$ cat config.mk
export PLATFORM = sky130hd
export DESIGN_NAME = mcu_interrupt_controller
export DESIGN_NICKNAME = d
export VERILOG_FILES = /design/src/hdl/mcu_interrupt_controller.v /design/src/hdl/edge_event_detect.v /design/src/hdl/pin_change_detect.v
export VERILOG_INCLUDE_DIRS = /design/src /design/src/hdl
export SDC_FILE = /design/constraint.sdc
export NUM_CORES = 1
export LEC_CHECK = 0
export BUFFER_PORTS_ARGS = -buffer_cell sky130_fd_sc_hd__buf_2
export CORE_ASPECT_RATIO = 1.2
export CORE_MARGIN = 2
export CORE_UTILIZATION = 39
export DETAILED_ROUTE_END_ITERATION = 12
export PLACE_DENSITY = 0.74
export SLEW_MARGIN = 20
export SYNTH_ARGS = -nofsm -noshare
export SYNTH_HDL_FRONTEND = slang
export SYNTH_HIERARCHICAL = 1
export SYNTH_SLANG_ARGS = --single-unit
$ cat constraint.sdc
create_clock -name clk_sys_i -period 1.3 [get_ports clk_sys_i]
set_clock_uncertainty 0.05 [all_clocks]
set_input_delay 0.065 -clock clk_sys_i [delete_from_list [all_inputs] [get_ports clk_sys_i]]
set_output_delay 0.065 -clock clk_sys_i [all_outputs]
set_load 0.02 [all_outputs]
$ cat src/hdl/irq_ctrl_regs.vh
// Constants for the interrupt controller: bit positions, vectors, reset values
`ifndef IRQ_CTRL_REGS_VH
`define IRQ_CTRL_REGS_VH

// Flag and enable register bit positions (11 hardware sources)
`define IRQ_NUM_SRC        11
`define IRQ_BIT_TIMER0     0
`define IRQ_BIT_TIMER1     1
`define IRQ_BIT_TIMER2     2
`define IRQ_BIT_TIMER3     3
`define IRQ_BIT_PINCHG     4
`define IRQ_BIT_EXT0       5
`define IRQ_BIT_WDOG       6
`define IRQ_BIT_EXT1       7
`define IRQ_BIT_LVD        8
`define IRQ_BIT_CMP        9
`define IRQ_BIT_CONV       10

// Fetch vectors
`define IRQ_PC_WIDTH       11
`define IRQ_SW_VECTOR      11'h001
`define IRQ_HW_VECTOR      11'h008

// Reset values
`define IRQ_FLAG_RESET     11'h000
`define IRQ_EN_RESET       11'h000
`define IRQ_GIE_RESET      1'b0

// Pin widths
`define IRQ_PORTA_WIDTH    8
`define IRQ_PORTB_WIDTH    6

`endif

$ cat src/hdl/mcu_interrupt_controller.v
// Interrupt controller: event flags, enables, global enable and fetch redirect
`timescale 1ns/1ps
`default_nettype none
`include "irq_ctrl_regs.vh"

// What this block does
// - Software interrupt jumps to 0x001, clears global enable
// - Enable/disable instructions set/clear global enable
// - Return instruction sets global enable, resumes
// - Events set flags; only firmware zero clears
// - Flag reads zero unless its enable set
// - Enabled pending flag jumps 0x008, clears global
// - Exactly eleven hardware sources accepted
// - Timer zero wrap sets timer-zero flag
// - Ten-bit counter underflows set own flags
// - Watchdog interrupt mode expiry sets bit 6
// - Watchdog request needs its enable and global
// - Enabled input pin change sets shared flag
// - External select disables pin level-change
// - Selected edge on pin zero sets flag
// - Selected edge on pin one sets flag
// - Falling low-voltage signal sets its flag
// - Comparator mismatch interrupts; control read resyncs copy
// - Conversion end pulse sets converter flag
// - Enable instruction in handler allows nesting
module mcu_interrupt_controller (
  // Clock and reset
  input  wire                         clk_sys_i,
  input  wire                         resetn_i,
  // Instruction decode strobes from the sequencer (one cycle each; software held until ready)
  input  wire                         sw_irq_instr_i,
  input  wire                         enable_irq_instr_i,
  input  wire                         disable_irq_instr_i,
  input  wire                         return_from_irq_instr_i,
  input  wire                         fetch_ready_i,
  // Firmware access to flag and enable registers
  input  wire                         flag_wr_i,
  input  wire [`IRQ_NUM_SRC-1:0]      flag_wdata_i,
  input  wire                         enable_wr_i,
  input  wire [`IRQ_NUM_SRC-1:0]      enable_wdata_i,
  input  wire                         osc_comparator_ctrl_rd_i,
  // Timer events
  input  wire                         timer_zero_wrap_i,
  input  wire                         timer_one_underflow_i,
  input  wire                         timer_two_underflow_i,
  input  wire                         timer_three_underflow_i,
  // Watchdog
  input  wire                         watchdog_expire_i,
  input  wire                         watchdog_irq_mode_i,
  // Port pins and configuration
  input  wire [`IRQ_PORTA_WIDTH-1:0]  porta_pins_i,
  input  wire [`IRQ_PORTB_WIDTH-1:0]  portb_pins_i,
  input  wire [`IRQ_PORTA_WIDTH-1:0]  porta_is_input_i,
  input  wire [`IRQ_PORTB_WIDTH-1:0]  portb_is_input_i,
  input  wire [`IRQ_PORTA_WIDTH-1:0]  porta_wake_en_i,
  input  wire [`IRQ_PORTB_WIDTH-1:0]  portb_wake_en_i,
  input  wire                         ext_zero_select_i,
  input  wire                         ext_one_select_i,
  input  wire                         ext_edge_polarity_i,
  // Analog events
  input  wire                         low_voltage_detect_i,
  input  wire                         comparator_out_i,
  input  wire                         conv_end_i,
  // Firmware view
  output reg  [`IRQ_NUM_SRC-1:0]      irq_flag_rd_o,
  output reg  [`IRQ_NUM_SRC-1:0]      irq_enable_reg_o,
  output reg                          global_irq_enable_o,
  output reg                          comparator_copy_o,
  // Fetch redirect
  output wire                         vector_take_o,
  output reg  [`IRQ_PC_WIDTH-1:0]     vector_addr_o,
  output reg                          in_service_o
);

  // ----------------------------------------------------------------
  // Declarations
  // ----------------------------------------------------------------
  reg  [`IRQ_NUM_SRC-1:0] irq_flag_reg;      // Sticky flags
  reg  [`IRQ_NUM_SRC-1:0] irq_flag_next;     // Flag next value
  reg  [`IRQ_NUM_SRC-1:0] irq_enable_next;   // Enable next value
  reg                     gie_next;          // Global enable next value
  reg                     comp_copy_next;    // Comparator copy next value
  reg                     in_service_next;   // Handler-active next value
  reg  [`IRQ_NUM_SRC-1:0] event_vec;         // This cycle's raw events
  wire                    pin_change;        // Level change event
  wire                    pb0_rise;          // Port B pin 0 rising
  wire                    pb0_fall;          // Port B pin 0 falling
  wire                    pb1_rise;          // Port B pin 1 rising
  wire                    pb1_fall;          // Port B pin 1 falling
  wire                    lvd_fall;          // Low-voltage high-to-low
  wire                    ext0_edge;         // Selected edge on pin 0
  wire                    ext1_edge;         // Selected edge on pin 1
  wire                    hw_pending;        // Enabled flag pending
  wire                    hw_take;           // Hardware vector taken now
  wire                    sw_take;           // Software vector taken now

  // ----------------------------------------------------------------
  // Event detectors
  // ----------------------------------------------------------------
  pin_change_detect u_pin_change (
    .clk_sys_i         (clk_sys_i),
    .resetn_i          (resetn_i),
    .porta_pins_i      (porta_pins_i),
    .portb_pins_i      (portb_pins_i),
    .porta_is_input_i  (porta_is_input_i),
    .portb_is_input_i  (portb_is_input_i),
    .porta_wake_en_i   (porta_wake_en_i),
    .portb_wake_en_i   (portb_wake_en_i),
    .ext_zero_select_i (ext_zero_select_i),
    .ext_one_select_i  (ext_one_select_i),
    .change_o          (pin_change)
  );

  edge_event_detect u_edge_pb0 (
    .clk_sys_i (clk_sys_i),
    .resetn_i  (resetn_i),
    .level_i   (portb_pins_i[0]),
    .rise_o    (pb0_rise),
    .fall_o    (pb0_fall)
  );

  edge_event_detect u_edge_pb1 (
    .clk_sys_i (clk_sys_i),
    .resetn_i  (resetn_i),
    .level_i   (portb_pins_i[1]),
    .rise_o    (pb1_rise),
    .fall_o    (pb1_fall)
  );

  edge_event_detect u_edge_lvd (
    .clk_sys_i (clk_sys_i),
    .resetn_i  (resetn_i),
    .level_i   (low_voltage_detect_i),
    .rise_o    (),
    .fall_o    (lvd_fall)
  );

  // Polarity high picks rising edges, low picks falling edges
  assign ext0_edge = ext_zero_select_i &
                     (ext_edge_polarity_i ? pb0_rise : pb0_fall);
  assign ext1_edge = ext_one_select_i &
                     (ext_edge_polarity_i ? pb1_rise : pb1_fall);

  // ----------------------------------------------------------------
  // Event gathering
  // ----------------------------------------------------------------
  // One bit per source; exactly eleven inputs map into the flag word
  always @* begin
    event_vec = `IRQ_FLAG_RESET;
    event_vec[`IRQ_BIT_TIMER0] = timer_zero_wrap_i;
    event_vec[`IRQ_BIT_TIMER1] = timer_one_underflow_i;
    event_vec[`IRQ_BIT_TIMER2] = timer_two_underflow_i;
    event_vec[`IRQ_BIT_TIMER3] = timer_three_underflow_i;
    event_vec[`IRQ_BIT_PINCHG] = pin_change;
    event_vec[`IRQ_BIT_EXT0]   = ext0_edge;
    // Reset-mode watchdog expiry is handled elsewhere, not flagged here
    event_vec[`IRQ_BIT_WDOG]   = watchdog_expire_i & watchdog_irq_mode_i;
    event_vec[`IRQ_BIT_EXT1]   = ext1_edge;
    event_vec[`IRQ_BIT_LVD]    = lvd_fall;
    // Mismatch against the copy stays asserted until the control read
    event_vec[`IRQ_BIT_CMP]    = comparator_out_i ^ comparator_copy_o;
    event_vec[`IRQ_BIT_CONV]   = conv_end_i;
  end

  // ----------------------------------------------------------------
  // Vector decision
  // ----------------------------------------------------------------
  // All sources share one vector; software polls flags to find causes
  assign hw_pending = |(irq_flag_reg & irq_enable_reg_o);
  // Software interrupt ignores the global enable
  assign sw_take    = sw_irq_instr_i & fetch_ready_i;
  // Hardware vector only while global enable is set; software wins a tie
  assign hw_take    = hw_pending & global_irq_enable_o & fetch_ready_i &
                      ~sw_irq_instr_i;
  assign vector_take_o = sw_take | hw_take;

  // ----------------------------------------------------------------
  // Next-state logic
  // ----------------------------------------------------------------
  // Flags: firmware write clears, new events set; set wins over clear
  always @* begin
    irq_flag_next = irq_flag_reg;
    if (flag_wr_i) begin
      irq_flag_next = irq_flag_reg & flag_wdata_i;
    end
    irq_flag_next = irq_flag_next | event_vec;
  end

  // Enables are plain firmware storage
  always @* begin
    irq_enable_next = irq_enable_reg_o;
    if (enable_wr_i) begin
      irq_enable_next = enable_wdata_i;
    end
  end

  // Global enable: vector entry clears it; instructions set or clear it
  always @* begin
    gie_next = global_irq_enable_o;
    if (sw_take | hw_take) begin
      gie_next = 1'b0;
    end else if (disable_irq_instr_i) begin
      gie_next = 1'b0;
    end else if (enable_irq_instr_i) begin
      // Also the nesting path when used first in a handler
      gie_next = 1'b1;
    end else if (return_from_irq_instr_i) begin
      gie_next = 1'b1;
    end
  end

  // Handler-active marker; a stray enable before return is software's
  // problem, the return still ends the handler here
  always @* begin
    in_service_next = in_service_o;
    if (sw_take | hw_take) begin
      in_service_next = 1'b1;
    end else if (return_from_irq_instr_i) begin
      in_service_next = 1'b0;
    end
  end

  // Reading the control register resynchronises the comparator copy
  always @* begin
    comp_copy_next = comparator_copy_o;
    if (osc_comparator_ctrl_rd_i) begin
      comp_copy_next = comparator_out_i;
    end
  end

  // ----------------------------------------------------------------
  // State registers
  // ----------------------------------------------------------------
  // All control state has a constant reset value
  always @(posedge clk_sys_i or negedge resetn_i) begin
    if (!resetn_i) begin
      irq_flag_reg        <= `IRQ_FLAG_RESET;
      irq_enable_reg_o    <= `IRQ_EN_RESET;
      global_irq_enable_o <= `IRQ_GIE_RESET;
      comparator_copy_o   <= 1'b0;
      in_service_o        <= 1'b0;
    end else begin
      irq_flag_reg        <= irq_flag_next;
      irq_enable_reg_o    <= irq_enable_next;
      global_irq_enable_o <= gie_next;
      comparator_copy_o   <= comp_copy_next;
      in_service_o        <= in_service_next;
    end
  end

  // ----------------------------------------------------------------
  // Outputs from flops
  // ----------------------------------------------------------------
  // Read view masks disabled sources; vector address is registered from
  // the same-cycle software strobe, so it is valid the cycle after vector_take_o
  always @(posedge clk_sys_i or negedge resetn_i) begin
    if (!resetn_i) begin
      irq_flag_rd_o <= `IRQ_FLAG_RESET;
      vector_addr_o <= `IRQ_HW_VECTOR;
    end else begin
      irq_flag_rd_o <= irq_flag_next & irq_enable_next;
      vector_addr_o <= sw_irq_instr_i ? `IRQ_SW_VECTOR : `IRQ_HW_VECTOR;
    end
  end

endmodule // mcu_interrupt_controller

`default_nettype wire

$ cat src/hdl/edge_event_detect.v
// Single-input edge detector producing one-cycle event pulses
`timescale 1ns/1ps
`default_nettype none

module edge_event_detect (
  // Clock and reset
  input  wire clk_sys_i,
  input  wire resetn_i,
  // Sampled level
  input  wire level_i,
  // Event pulses
  output wire rise_o,
  output wire fall_o
);

  reg level_reg; // Previous sample

  // Previous-sample register; starts low so a high pin at reset gives a rise
  always @(posedge clk_sys_i or negedge resetn_i) begin
    if (!resetn_i) begin
      level_reg <= 1'b0;
    end else begin
      level_reg <= level_i;
    end
  end

  assign rise_o = level_i & ~level_reg;
  assign fall_o = ~level_i & level_reg;

endmodule // edge_event_detect

`default_nettype wire

$ cat src/hdl/pin_change_detect.v
// Port A/B level change detector with wake enables and external-pin masking
`timescale 1ns/1ps
`default_nettype none
`include "irq_ctrl_regs.vh"

module pin_change_detect (
  // Clock and reset
  input  wire                          clk_sys_i,
  input  wire                          resetn_i,
  // Pins and configuration
  input  wire [`IRQ_PORTA_WIDTH-1:0]   porta_pins_i,
  input  wire [`IRQ_PORTB_WIDTH-1:0]   portb_pins_i,
  input  wire [`IRQ_PORTA_WIDTH-1:0]   porta_is_input_i,
  input  wire [`IRQ_PORTB_WIDTH-1:0]   portb_is_input_i,
  input  wire [`IRQ_PORTA_WIDTH-1:0]   porta_wake_en_i,
  input  wire [`IRQ_PORTB_WIDTH-1:0]   portb_wake_en_i,
  input  wire                          ext_zero_select_i,
  input  wire                          ext_one_select_i,
  // Event
  output wire                          change_o
);

  reg  [`IRQ_PORTA_WIDTH-1:0] porta_reg;   // Previous port A levels
  reg  [`IRQ_PORTB_WIDTH-1:0] portb_reg;   // Previous port B levels
  wire [`IRQ_PORTB_WIDTH-1:0] portb_mask;  // Port B pins allowed to report

  // Sample history for both ports
  always @(posedge clk_sys_i or negedge resetn_i) begin
    if (!resetn_i) begin
      porta_reg <= 8'h00;
      portb_reg <= 6'h00;
    end else begin
      porta_reg <= porta_pins_i;
      portb_reg <= portb_pins_i;
    end
  end

  // External select takes pins 0 and 1 away from level-change detection
  assign portb_mask = portb_is_input_i & portb_wake_en_i &
                      {4'hf, ~ext_one_select_i, ~ext_zero_select_i};

  assign change_o = |((porta_pins_i ^ porta_reg) & porta_is_input_i & porta_wake_en_i) |
                    |((portb_pins_i ^ portb_reg) & portb_mask);

endmodule // pin_change_detect

`default_nettype wire

; Yosys cells after proc, flatten, opt, wreduce, memory -nomap -nowiden
; Index checks and enable logic that the tools add are counted.
; W data, S select, Z words.
[word_totals]
word_cells = 62
register_bits = 57
output_inout_bits = 37
in_bits = 86
[classes]
bitwise_logic = 34
n_reduce_logical = 5
mux = 11
[op_table]
columns = cell, n
row1 = $and A11 B11 Y11, 3
row2 = $mux W11, 2
row3 = $and A6 B6 Y6, 3
row4 = $and A8 B8 Y8, 2
row5 = $and A1 B1 Y1, 12
row6 = $or A11 B11 Y11, 1
row7 = $reduce_or A11 Y1, 1
row8 = $mux W1, 8
row9 = $not A1 Y1, 8
row10 = $reduce_or A8 Y1, 1
row11 = $xor A8 B8 Y8, 1
row12 = $reduce_or A6 Y1, 1
row13 = $xor A6 B6 Y6, 1
row14 = $mux W4, 1
row15 = $reduce_bool A4 Y1, 1
row16 = $or A1 B1 Y1, 2
row17 = $reduce_bool A2 Y1, 1
row18 = $xor A1 B1 Y1, 1

; Depth between registers and ports, before layout
; Gate-level depths: netlist of the first run.
[depth]
word_depth = 7
mapped_depth = 6

; Hierarchy
; The synthesis of the first run kept the hierarchy.
[by_module_without_submodules]
columns = module, instances, area_each_um2, cells_per_inst
row1 = mcu_interrupt_controller, 1, 1549.0, 117
row2 = pin_change_detect, 1, 583.1, 50
row3 = edge_event_detect, 3, 40.0, 3

; Worst setup path after synthesis of the first run
; No wires, ideal clock.
[synth_path]
kind = register -> register
startpoint = register u_pin_change.porta_reg[1]
endpoint = register irq_flag_rd_o[4]
required_ns = 1.131
setup_time_ns = 0.119
path_buffers = 0
path_slack_ns = -0.085
path_stages_with_launch = 7
t_arrival_ns = 1.216
path_cell_list = dfrtp_1 > xnor2_1 > o22ai_1 > nor4_1 > nand4_1 > a21o_1 > and2_1
[synth_via]
elab_chain_len = 7
[synth_rtl]
columns = element, line_no
row1 = "start, declared", pin_change_detect.v:23  ; reg [`IRQ_PORTA_WIDTH-1:0] porta_reg;
row2 = "start signal, assigned", pin_change_detect.v:33  ; porta_reg <= porta_pins_i;
row3 = $xor A8 B8 Y8, pin_change_detect.v:42  ; assign change_o = |((porta_pins_i ^ porta_reg) & porta_is_input_i & porta_wake_en_i) |
row4 = $and A8 B8 Y8 (2 in a row), pin_change_detect.v:42
row5 = $reduce_or A8 Y1, pin_change_detect.v:42
row6 = $or A1 B1 Y1, pin_change_detect.v:43  ; |((portb_pins_i ^ portb_reg) & portb_mask);
row7 = via pin_change, mcu_interrupt_controller.v:85  ; wire pin_change;
row8 = $or A11 B11 Y11, mcu_interrupt_controller.v:186  ; irq_flag_next = irq_flag_next | event_vec;
row9 = via irq_flag_next[4], mcu_interrupt_controller.v:79  ; reg [`IRQ_NUM_SRC-1:0] irq_flag_next;
row10 = $and A11 B11 Y11, mcu_interrupt_controller.v:261  ; irq_flag_rd_o <= irq_flag_next & irq_enable_next;
row11 = "end signal, assigned", mcu_interrupt_controller.v:258  ; irq_flag_rd_o <= `IRQ_FLAG_RESET;
row12 = "end signal, assigned", mcu_interrupt_controller.v:261
row13 = "end, declared", mcu_interrupt_controller.v:65  ; output reg [`IRQ_NUM_SRC-1:0] irq_flag_rd_o,
; The timed path passes the listed nets, and every way through them passes these cells.
; A chain may end at the register's enable or synchronous reset.

; Final worst setup path of the first run
[layout_path]
startpoint = register u_pin_change.portb_reg[2]
endpoint = register irq_flag_rd_o[4]
[layout_via]
elab_chain_len = 6
[layout_rtl]
columns = element, line_no
row1 = "start, declared", pin_change_detect.v:24  ; reg [`IRQ_PORTB_WIDTH-1:0] portb_reg;
row2 = "start signal, assigned", pin_change_detect.v:34  ; portb_reg <= portb_pins_i;
row3 = $xor A6 B6 Y6, pin_change_detect.v:43
row4 = $and A6 B6 Y6, pin_change_detect.v:43
row5 = $reduce_or A6 Y1, pin_change_detect.v:43
row6 = $or A1 B1 Y1, pin_change_detect.v:43
row7 = via pin_change, mcu_interrupt_controller.v:85
row8 = $or A11 B11 Y11, mcu_interrupt_controller.v:186
row9 = via irq_flag_next[4], mcu_interrupt_controller.v:79
row10 = $and A11 B11 Y11, mcu_interrupt_controller.v:261
; The timed path passes the listed nets, and every way through them passes these cells.

==> results.ini, run 1 <==
[drt]
firstDrtPassIters=4
drc=0
drt_iter0_markers=52
route.vias.total=1855
ant_nets=0
wl_per_cell_um=13.50
wl_um=5426
vias_per_cell=4.614

[worst_setup_path]
critPathArrivalTime_ns=1.69
crit_path_max_fanout=2
end_kind=flip-flop
rrSetupSlack_ns=-0.24
start_kind=flip-flop
r2r-end=irq_flag_rd_o[4]
cp.required_ns=1.45
path_class=flip-flop to flip-flop
reg2regPathDepth=6
reg2reg_from=u_pin_change/portb_reg[2]

[sta]
maxSlewViolCount=0
fin_crit_ns=1.543
finalSetupViolCount=5
fmax_mhz=648.2
finalCritPeriodShare_pct=118.7
grt_setup_unrepaired=yes
final_hold_viol_count=0
worst_slack_ns=-0.2427

[power_and_ir_drop]
power.leakage_nw=1.694
powerDensity_mw_per_mm2=1092
ir_drop_v=0.0006407

[layout]
diodes=0
drive_gt1_share_pct=45.27
n_fill_cell=459
nets=423
fin_util_pct=61.75
area_growth_pct=53.76

[clocking]
cts_buffer_depth=2
h-tree-depth=2
clk_pin_slew_worst_paths_ns=0.09
cts_num_sinks=55
cts_root_buf=clkbuf_8
cts_tree=yes
insertion_delay_ns=0.30
cts_buffers=5

[die]
die_w_um=73.28
coreArea_mm2=0.005593
start_util_pct=40.16
die_h_um=87.13
fp.dieArea_mm2=0.006384
row_count=30
io_pins=123

[hold_path]
min_path_cells=3
hp-start=flag_wdata_i[4]
hold_path.class=primary input to flip-flop
hold_end=irq_flag_reg[4]

[yosys]
synth.avg_cell_area_um2=12.83
post_synth_inst_count=175
netlist_area_mm2=0.002246
yosys_warnings=6

[placement]
place_ws_ns=-0.2563
gp_congestion=0.7861
port_buffers=113
place_hpwl_um=3930

[job]
drv_cap=0

[grt]
grt_use_total_pct=17.80
overflow=0
grt_pass1_vias=1911
grt_max_degree=33
antenna_found_initial=0
grt_pass1_wl_um=8590

[status]
status=complete, but fails checks
violations=negative setup slack

## report_power, final
group | total (mW) | internal, mW | switching [mW]
combinational | 0.830 | 0.424 | 0.405
sequential | 1.94 | 1.86 | 0.0807
clock | 1.00 | 0.485 | 0.519
total | 3.77 | 2.77 | 1.01
## layout by cell type (no fill, tap or decap), drive strengths merged
cell type	n
a21boi	1
a21o	7
a21oi	2
a22o	6
a22oi	3
a31oi	3
and2	10
and2b	3
and3	1
and4	1
buf	117
clkbuf	7
clkinvlp	1
conb	9
dfrtp	54
dfstp	1
dlygate4sd3	41
inv	3
mux2	14
nand2	11
nand2b	10
nand4	1
nor2	2
nor2b	2
nor3	3
nor4	2
o21ai	2
o21bai	1
o221ai	1
o22ai	4
xnor2	11
xor2	4
## how the worst max path moves through the flow
stage,from,end,slack (ns)
after detailed placement,u_pin_change/portb_reg[3],irq_flag_rd_o[4],-0.26
after global placement,u_pin_change/portb_reg[3],irq_flag_rd_o[4],-0.17
final,u_pin_change/portb_reg[2],irq_flag_rd_o[4],-0.24
after CTS,u_pin_change/porta_reg[6],irq_flag_rd_o[4],-0.27
after global routing,u_pin_change/porta_reg[1],irq_flag_rd_o[4],-0.33
after floorplan,u_pin_change/porta_reg[5],irq_flag_rd_o[4],-0.06
## cell type report
| cell class | count | area (um^2) | share of cell area [%] |
|---|---|---|---|
| clock inverters | 1 | 7.507 | 0.2174 |
| clock buffers | 7 | 96.34 | 2.790 |
| flip-flops and latches | 55 | 1378 | 39.89 |
| inverters | 3 | 11.26 | 0.3261 |
| multi-input cells | 114 | 859.6 | 24.89 |
| well taps | 64 | 80.08 | 2.319 |
| repair buffers | 158 | 1021 | 29.57 |
## metrics by stage
| stage | cell area (um^2) | hold WS, ns | setup TNS (ns) | total power [mW] | instances |
|---|---|---|---|---|---|
| after floorplan | 2276 | -0.2806 | -0.05826 | 2.352 | 183 |
| after global placement | 2869 | -0.1673 | -0.2370 | 2.651 | 351 |
| after detailed placement | 2869 | -0.1629 | -0.4417 | 2.670 | 351 |
| after CTS | 3391 | -0.1591 | -0.7383 | 3.788 | 400 |
| after global routing | 3453 | 0.01083 | -0.9337 | 3.987 | 402 |
| final | 3453 | 0.01688 | -0.5866 | 3.770 | 402 |
## routing by layer
layer  GRT usage, %  vias up  share of wire, %  wire [um]
met5              0        -                 0          0
met4          7.407        0               1.6         89
met3          4.167        6               4.0        219
met2          32.51       58                56       3021
met1          19.37      882                39       2095
li1               -      909                 -          -
## critical path, cell delays in order, from the launching register on
cell and delay (ns):
dfrtp_1 0.38, xnor2_1 0.18, o22ai_2 0.10, nor4_2 0.29
nand4_1 0.14, a21o_1 0.18, and2_1 0.13
## what timing repair did
action	CTS	global route
pin swaps	2	10
hold endpoints to repair	97	1
hold buffers	40	1
setup buffers	1	1
resized for setup	2	10
setup endpoints to repair	5	7
Power figures use the tool's default switching activity.
==> inputs of run 2 (changes only) <==
--- a/config.mk
+++ b/config.mk
@@ -12,6 +12,7 @@
 export CORE_UTILIZATION = 39
 export DETAILED_ROUTE_END_ITERATION = 12
 export PLACE_DENSITY = 0.74
+export SKIP_CTS_REPAIR_TIMING = 1
 export SLEW_MARGIN = 20
 export SYNTH_ARGS = -nofsm -noshare
 export SYNTH_HDL_FRONTEND = slang
==> run 2 against run 1 <==
Effect of this change:
- the flow finishes with violations (negative hold slack, negative setup slack)
- highest routed layer unchanged
- cell area fell by 0.94%
- global-route usage fell by 1.9 points
- sequential share of layout area rose by 0.38 points
- first-iteration DRC count fell by 19%
- sequential power barely moved
- utilization fell by 0.58 points
- die area did not move
==> results.ini, run 2 (same netlist as run 1, synthesis figures left out) <==
[status]
status=complete, but fails checks  ; unchanged
violations=negative hold slack, negative setup slack  ; was negative setup slack

[sta]
worst_slack_ns=-0.2316  ; was -0.2427 ns
fmax_mhz=652.9  ; was 648.2 MHz
holdWs_ns=-0.1483  ; was 0.01688 ns
finalSetupViolCount=5  ; unchanged
final_hold_viol_count=2  ; was 0
finalCritPeriodShare_pct=117.8  ; was 118.7%
maxSlewViolCount=0  ; unchanged
fin_crit_ns=1.532  ; was 1.543 ns
grt_setup_unrepaired=yes  ; unchanged

[hold_path]
hold_path.class=primary input to flip-flop  ; unchanged

[drt]
firstDrtPassIters=4  ; unchanged
wl_um=5379  ; was 5426 um
drt_iter0_markers=42  ; was 52
route.vias.total=1838  ; was 1,855
wl_per_cell_um=13.45  ; was 13.50 um
vias_per_cell=4.595  ; was 4.614
drc=0  ; unchanged
ant_nets=0  ; unchanged

[power_and_ir_drop]
power_mw=3.752  ; was 3.770 mW
power.leakage_nw=1.686  ; was 1.694 nW
ir_drop_v=0.0006328  ; was 0.0006407 V
clkPwrFrac_pct=26.7  ; was 26.6%
p_comb_share_pct=21.8  ; was 22.0%
powerDensity_mw_per_mm2=1097  ; was 1092 mW/mm^2
p_seq_share_pct=51.6  ; was 51.4%
p_int_mw=2.756  ; was 2.765 mW
switching_share_pct=26.54  ; was 26.66%
power_switching_mw=0.9957  ; was 1.005 mW

[grt]
grt_pass1_wl_um=7583  ; was 8590 um
grt_pass1_vias=1693  ; was 1,911
antenna_found_initial=0  ; unchanged
overflow=0  ; unchanged
grt_use_total_pct=15.87  ; was 17.80%
grt_max_degree=33  ; unchanged

[worst_setup_path]
end_kind=flip-flop  ; unchanged
cp_num_buf_inv=0  ; unchanged
crit_path_max_fanout=2  ; unchanged
start_kind=flip-flop  ; unchanged
cpPeakStageDelay_ns=0.39  ; was 0.38 ns
critPathArrivalTime_ns=1.68  ; was 1.69 ns
path_class=flip-flop to flip-flop  ; unchanged
crit_path_cell_trace=xnor2_1 -> o22ai_1 -> nor4_2 -> nand4_1 -> a21o_1 -> and2_1  ; was xnor2_1 -> o22ai_2 -> nor4_2 -> nand4_1 -> a21o_1 -> and2_1
crit_slowest_cell=dfrtp_1  ; unchanged
cp_top_family=simple AND/OR/NAND/NOR gates  ; unchanged
cp.required_ns=1.45  ; about the same

[die]
die_w_um=73.28  ; unchanged
io_pins=123  ; unchanged
coreArea_mm2=0.005593  ; unchanged
row_count=30  ; unchanged
die_h_um=87.13  ; unchanged
fp.dieArea_mm2=0.006384  ; unchanged
start_util_pct=40.16  ; unchanged

[layout]
final_common_cell=buf_2  ; unchanged
area_growth_pct=52.31  ; was 53.76%
fin_util_pct=61.16  ; was 61.75%
design_area_mm2=0.003421  ; was 0.003453 mm^2
seq_area_mm2=0.001378  ; unchanged
diodes=0  ; unchanged
nets=421  ; was 423
final_cell_mix=113 x buf_2, 54 x dfrtp_1, 38 x dlygate4sd3_1, 12 x mux2_2, 11 x nand2_1  ; was 112 x buf_2, 54 x dfrtp_1, 41 x dlygate4sd3_1, 12 x mux2_2, 11 x nand2_1
multi_input_area_um2=852.1  ; was 859.6 um^2
drive_gt1_share_pct=44.94  ; was 45.27%
n_fill_cell=466  ; was 459

[clocking]
insertion_delay_ns=0.30  ; about the same
cts_buffer_depth=2  ; unchanged
cts_tree=yes  ; unchanged
cts_num_sinks=55  ; unchanged
h-tree-depth=2  ; unchanged
clk_pin_slew_worst_paths_ns=0.09  ; about the same
cts_root_buf=clkbuf_8  ; unchanged
cts_buffers=5  ; unchanged

[job]
drv_cap=0  ; unchanged

[placement]
placed_area_mm2=0.002869  ; unchanged
port_buffers=113  ; unchanged
gp_congestion=0.7861  ; unchanged
place_ws_ns=-0.2563  ; unchanged
place_hpwl_um=3930  ; unchanged

==> run 2: cell count changes in the layout (fill, tap and decap cells not counted), sizes merged <==
cell and change:
buf +1, dlygate4sd3 -3
==> run 2: metrics by stage <==
stage               cells  hold slack, ns   TNS, ns
finish                400         -0.1483   -0.6088
global placement      351         -0.1673   -0.2370
floorplan             183         -0.2806  -0.05826
detailed placement    351         -0.1629   -0.4417
CTS                   359         -0.5013   -0.8206
global route          400         -0.1617   -0.9309
==> run 2: worst register-to-register path, cell delays in order, from the launching register on <==
cell and delay, ns:
dfrtp_1 0.39, xnor2_1 0.15, o22ai_1 0.10, nor4_2 0.29, nand4_1 0.14, a21o_1 0.18
and2_1 0.13
==> run 2: layout make-up <==
cell class	instances	share of cell area, %
clock inverters	1	0.2195
multi-input cells	114	24.91
repair buffers	156	29.11
flip-flops and latches	55	40.27
inverters	3	0.3292
well taps	64	2.341
clock buffers	7	2.816
==> run 2: power groups by stage <==
stage / Combinational [mW] / Sequential (mW) / Clock (mW)
global route: 0.897 / 1.95 / 1.12
global placement: 0.691 / 1.96 / 0
floorplan: 0.287 / 2.06 / 0
CTS: 0.706 / 1.93 / 1.05
detailed placement: 0.705 / 1.96 / 0
finish: 0.817 / 1.93 / 1.00
==> run 2: worst paths after layout <==
| check | from | endpoint | slack, ns | depth (start not counted) |
|---|---|---|---|---|
| max in group asynchronous | resetn_i | u_pin_change/portb_reg[1] | 0.67 | 3 |
| min in group asynchronous | resetn_i | u_pin_change/portb_reg[3] | 0.06 | 2 |
| min reg2reg | irq_flag_reg[1] | irq_flag_reg[1] | 0.46 | 1 |
| max reg2reg | u_pin_change/porta_reg[6] | irq_flag_rd_o[4] | -0.23 | 6 |
| min | porta_pins_i[6] | u_pin_change/porta_reg[6] | -0.15 | 1 |
| max | u_pin_change/porta_reg[6] | irq_flag_rd_o[4] | -0.23 | 6 |
==> run 2: metal layers <==
metal / up-vias / global-route usage (%) / part of all wire [%]
met5: - / 0 / 0
met4: 0 / 7.239 / 1.1
met3: 6 / 4.282 / 4.0
met2: 56 / 27.76 / 56
met1: 874 / 17.74 / 39
li1: 902 / - / -
==> inputs of run 3 (changes only) <==
--- a/config.mk
+++ b/config.mk
@@ -11,10 +11,10 @@
 export CORE_MARGIN = 2
 export CORE_UTILIZATION = 39
 export DETAILED_ROUTE_END_ITERATION = 12
-export PLACE_DENSITY = 0.74
+export PLACE_DENSITY = 0.75
+export SETUP_SLACK_MARGIN = 0.4
 export SKIP_CTS_REPAIR_TIMING = 1
 export SLEW_MARGIN = 20
 export SYNTH_ARGS = -nofsm -noshare
 export SYNTH_HDL_FRONTEND = slang
-export SYNTH_HIERARCHICAL = 1
 export SYNTH_SLANG_ARGS = --single-unit
==> run 3 against run 2 <==
Effect of this change:
- synthesized cell count fell by 1.1%
- area after synthesis down 2.7%
- cell count fell by 1.0%
- largest cell class unchanged
- the run still ends with negative hold slack, negative setup slack left
- sequential share of layout area fell by 3.2 points
- via count grew 0.54%
- worst hold slack improved by 0.096 ns
- global-route usage rose by 0.19 points
- combinational power is 21% higher
- register-to-register slack gained 0.02 ns
- flip-flop and latch count fell by 2
- worst setup slack improved by 0.00057 ns
==> results.ini, run 3 <==
[drt]
drt_iter0_markers=62  ; was 42
vias_per_cell=4.667  ; was 4.595
drc=0  ; unchanged
wl_per_cell_um=14.09  ; was 13.45 um
ant_nets=0  ; unchanged
firstDrtPassIters=4  ; unchanged
wl_um=5580  ; was 5379 um
route.vias.total=1848  ; was 1,838

[clocking]
cts_tree=yes  ; unchanged
cts_buffers=5  ; unchanged
cts_root_buf=clkbuf_8  ; unchanged
h-tree-depth=2  ; unchanged
cts_num_sinks=53  ; was 55
clk_pin_slew_worst_paths_ns=0.10  ; was 0.09 ns
insertion_delay_ns=0.30  ; about the same
cts_buffer_depth=2  ; unchanged

[worst_setup_path]
rrSetupSlack_ns=-0.21  ; was -0.23 ns
critPathArrivalTime_ns=1.42  ; was 1.68 ns
path_class=flip-flop to output pin  ; was flip-flop to flip-flop
crit_path_end=vector_take_o  ; was irq_flag_rd_o[4]
r2r-end=irq_flag_rd_o[4]  ; unchanged
reg2regPathDepth=5  ; was 6
crit_start=irq_enable_reg_o[7]  ; was u_pin_change/porta_reg[6]
reg2reg_from=u_pin_change.portb_reg[0]  ; was u_pin_change/porta_reg[6]
crit_path_max_fanout=2  ; unchanged
start_kind=flip-flop  ; unchanged
end_kind=output pin  ; was flip-flop
cp.required_ns=1.19  ; was 1.45 ns

[sta]
holdWs_ns=-0.05265  ; was -0.1483 ns
grt_setup_unrepaired=yes  ; unchanged
finalCritPeriodShare_pct=117.8  ; about the same
final_hold_viol_count=15  ; was 2
fmax_mhz=653.2  ; was 652.9 MHz
finalSetupTns_ns=-0.8819  ; was -0.6088 ns
worst_slack_ns=-0.2310  ; was -0.2316 ns
maxSlewViolCount=0  ; unchanged
finalSetupViolCount=6  ; was 5
fin_crit_ns=1.531  ; was 1.532 ns

[placement]
place_ws_ns=-0.1962  ; was -0.2563 ns
gp_congestion=0.7573  ; was 0.7861
place_inst=353  ; was 351
place_hpwl_um=3647  ; was 3930 um
placed_area_mm2=0.002919  ; was 0.002869 mm^2
port_buffers=113  ; unchanged

[layout]
layout.cells.non_filler=396  ; was 400
final_common_cell=buf_2  ; unchanged
design_area_mm2=0.003622  ; was 0.003421 mm^2
diodes=0  ; unchanged
fin_util_pct=67.91  ; was 61.16%
final_cell_mix=85 x buf_2, 41 x dfrtp_1, 32 x buf_6, 31 x dlygate4sd3_1, 13 x o21ai_0  ; was 113 x buf_2, 54 x dfrtp_1, 38 x dlygate4sd3_1, 12 x mux2_2, 11 x nand2_1
nets=423  ; was 421
area_growth_pct=65.71  ; was 52.31%
multi_input_area_um2=893.4  ; was 852.1 um^2
n_fill_cell=395  ; was 466
seq_area_mm2=0.001341  ; was 0.001378 mm^2
drive_gt1_share_pct=53.29  ; was 44.94%

[power_and_ir_drop]
power_switching_mw=1.045  ; was 0.9957 mW
clkPwrFrac_pct=27.5  ; was 26.7%
p_comb_share_pct=24.9  ; was 21.8%
p_seq_share_pct=47.6  ; was 51.6%
power_mw=3.977  ; was 3.752 mW
ir_drop_v=0.0006006  ; was 0.0006328 V
switching_share_pct=26.28  ; was 26.54%
p_int_mw=2.932  ; was 2.756 mW
powerDensity_mw_per_mm2=1098  ; was 1097 mW/mm^2
power.leakage_nw=1.793  ; was 1.686 nW

[yosys]
netlist_area_mm2=0.002186  ; was 0.002246 mm^2
synthArstFlopShare_pct=100.0
yosysSeqAreaShare_pct=60.73
synth_common_cells=52 x dfrtp_1, 13 x o21ai_0, 11 x nand2_1, 10 x and2_1, 10 x buf_4
post_synth_inst_count=173  ; was 175
synth.avg_cell_area_um2=12.63  ; was 12.83 um^2
synth-seq-cells=53
synth-edff-count=0
yosys_warnings=0  ; was 6
synth_top_area_share_pct=59.53
synth_cell_type_count=31
synth_top_area_cell=dfrtp_1
synth_most_common_cell=dfrtp_1
synth_top_cells_by_area=dfrtp_1 60%, mux2_2 3.6%, buf_4 3.4%
ys.flop_type=dfrtp_1

[die]
die_w_um=72.34  ; was 73.28 um
start_util_pct=40.98  ; was 40.16%
coreArea_mm2=0.005334  ; was 0.005593 mm^2
row_count=29  ; was 30
fp.dieArea_mm2=0.006222  ; was 0.006384 mm^2
io_pins=123  ; unchanged
die_h_um=86.01  ; was 87.13 um

[grt]
grt_pass1_vias=1777  ; was 1,693
grt_use_total_pct=16.06  ; was 15.87%
overflow=0  ; unchanged
grt_pass1_wl_um=7748  ; was 7583 um
grt_max_degree=54  ; was 33
antenna_found_initial=0  ; unchanged

[job]
drv_cap=0  ; unchanged

[status]
status=complete, but fails checks  ; unchanged
violations=negative hold slack, negative setup slack  ; unchanged

[hold_path]
hold_path.class=primary input to flip-flop  ; unchanged

==> run 3: layout make-up <==
type	instances	share of cell area (%)
Sequential cell	53	37.03
Clock buffer	6	2.003
Tap cell	62	2.142
Clock inverter	2	0.9672
Timing Repair Buffer	156	32.26
Multi-Input combinational cell	108	24.66
Inverter	9	0.9326
==> run 3: cells by family after synthesis <==
logic type	synth area share, %
muxes	7.155
buffers and inverters	5.209
and+or+nand+nor	11.85
xor gates and xnor gates	5.209
DFF	60.73
AOI/OAI and AO/OA	7.384
adders and majority gates	2.290
other	0.1716
==> run 3: how the worst min path moves through the flow <==
stage | start | to | slack (ns) | cells past startpoint
final | enable_wdata_i[6] | irq_enable_reg_o[6] | -0.05 | 2
after global routing | enable_wdata_i[10] | irq_enable_reg_o[10] | -0.06 | 2
after CTS | resetn_i | irq_flag_rd_o[3] | -0.30 | 2
after detailed placement | resetn_i | irq_flag_rd_o[5] | 0.03 | 2
after global placement | resetn_i | irq_flag_rd_o[5] | 0.03 | 2
after floorplan | resetn_i | comparator_copy_o | -0.28 | 0
==> run 3: power groups by stage <==
| stage | sequential [mW] | clock, mW | combinational [mW] |
|---|---|---|---|
| finish | 1.89 | 1.09 | 0.991 |
| global placement | 1.89 | 0 | 0.724 |
| detailed placement | 1.90 | 0 | 0.737 |
| global route | 1.91 | 1.20 | 1.07 |
| floorplan | 2.00 | 0 | 0.299 |
| CTS | 1.86 | 1.13 | 0.741 |
==> run 3: critical path: stages, from the launching register on <==
cell	delay, ns
dfrtp_2	0.41
a21oi_1	0.19
and4_4	0.27
a31oi_4	0.09
buf_6	0.15
==> run 3: routing by layer <==
layer | vias to the layer above | global-route usage (%) | share of wire (%)
met5 | - | 0 | 0
met4 | 0 | 3.602 | 0.82
met3 | 6 | 4.935 | 6.9
met2 | 79 | 28.61 | 55
met1 | 879 | 18.77 | 37
li1 | 884 | - | -
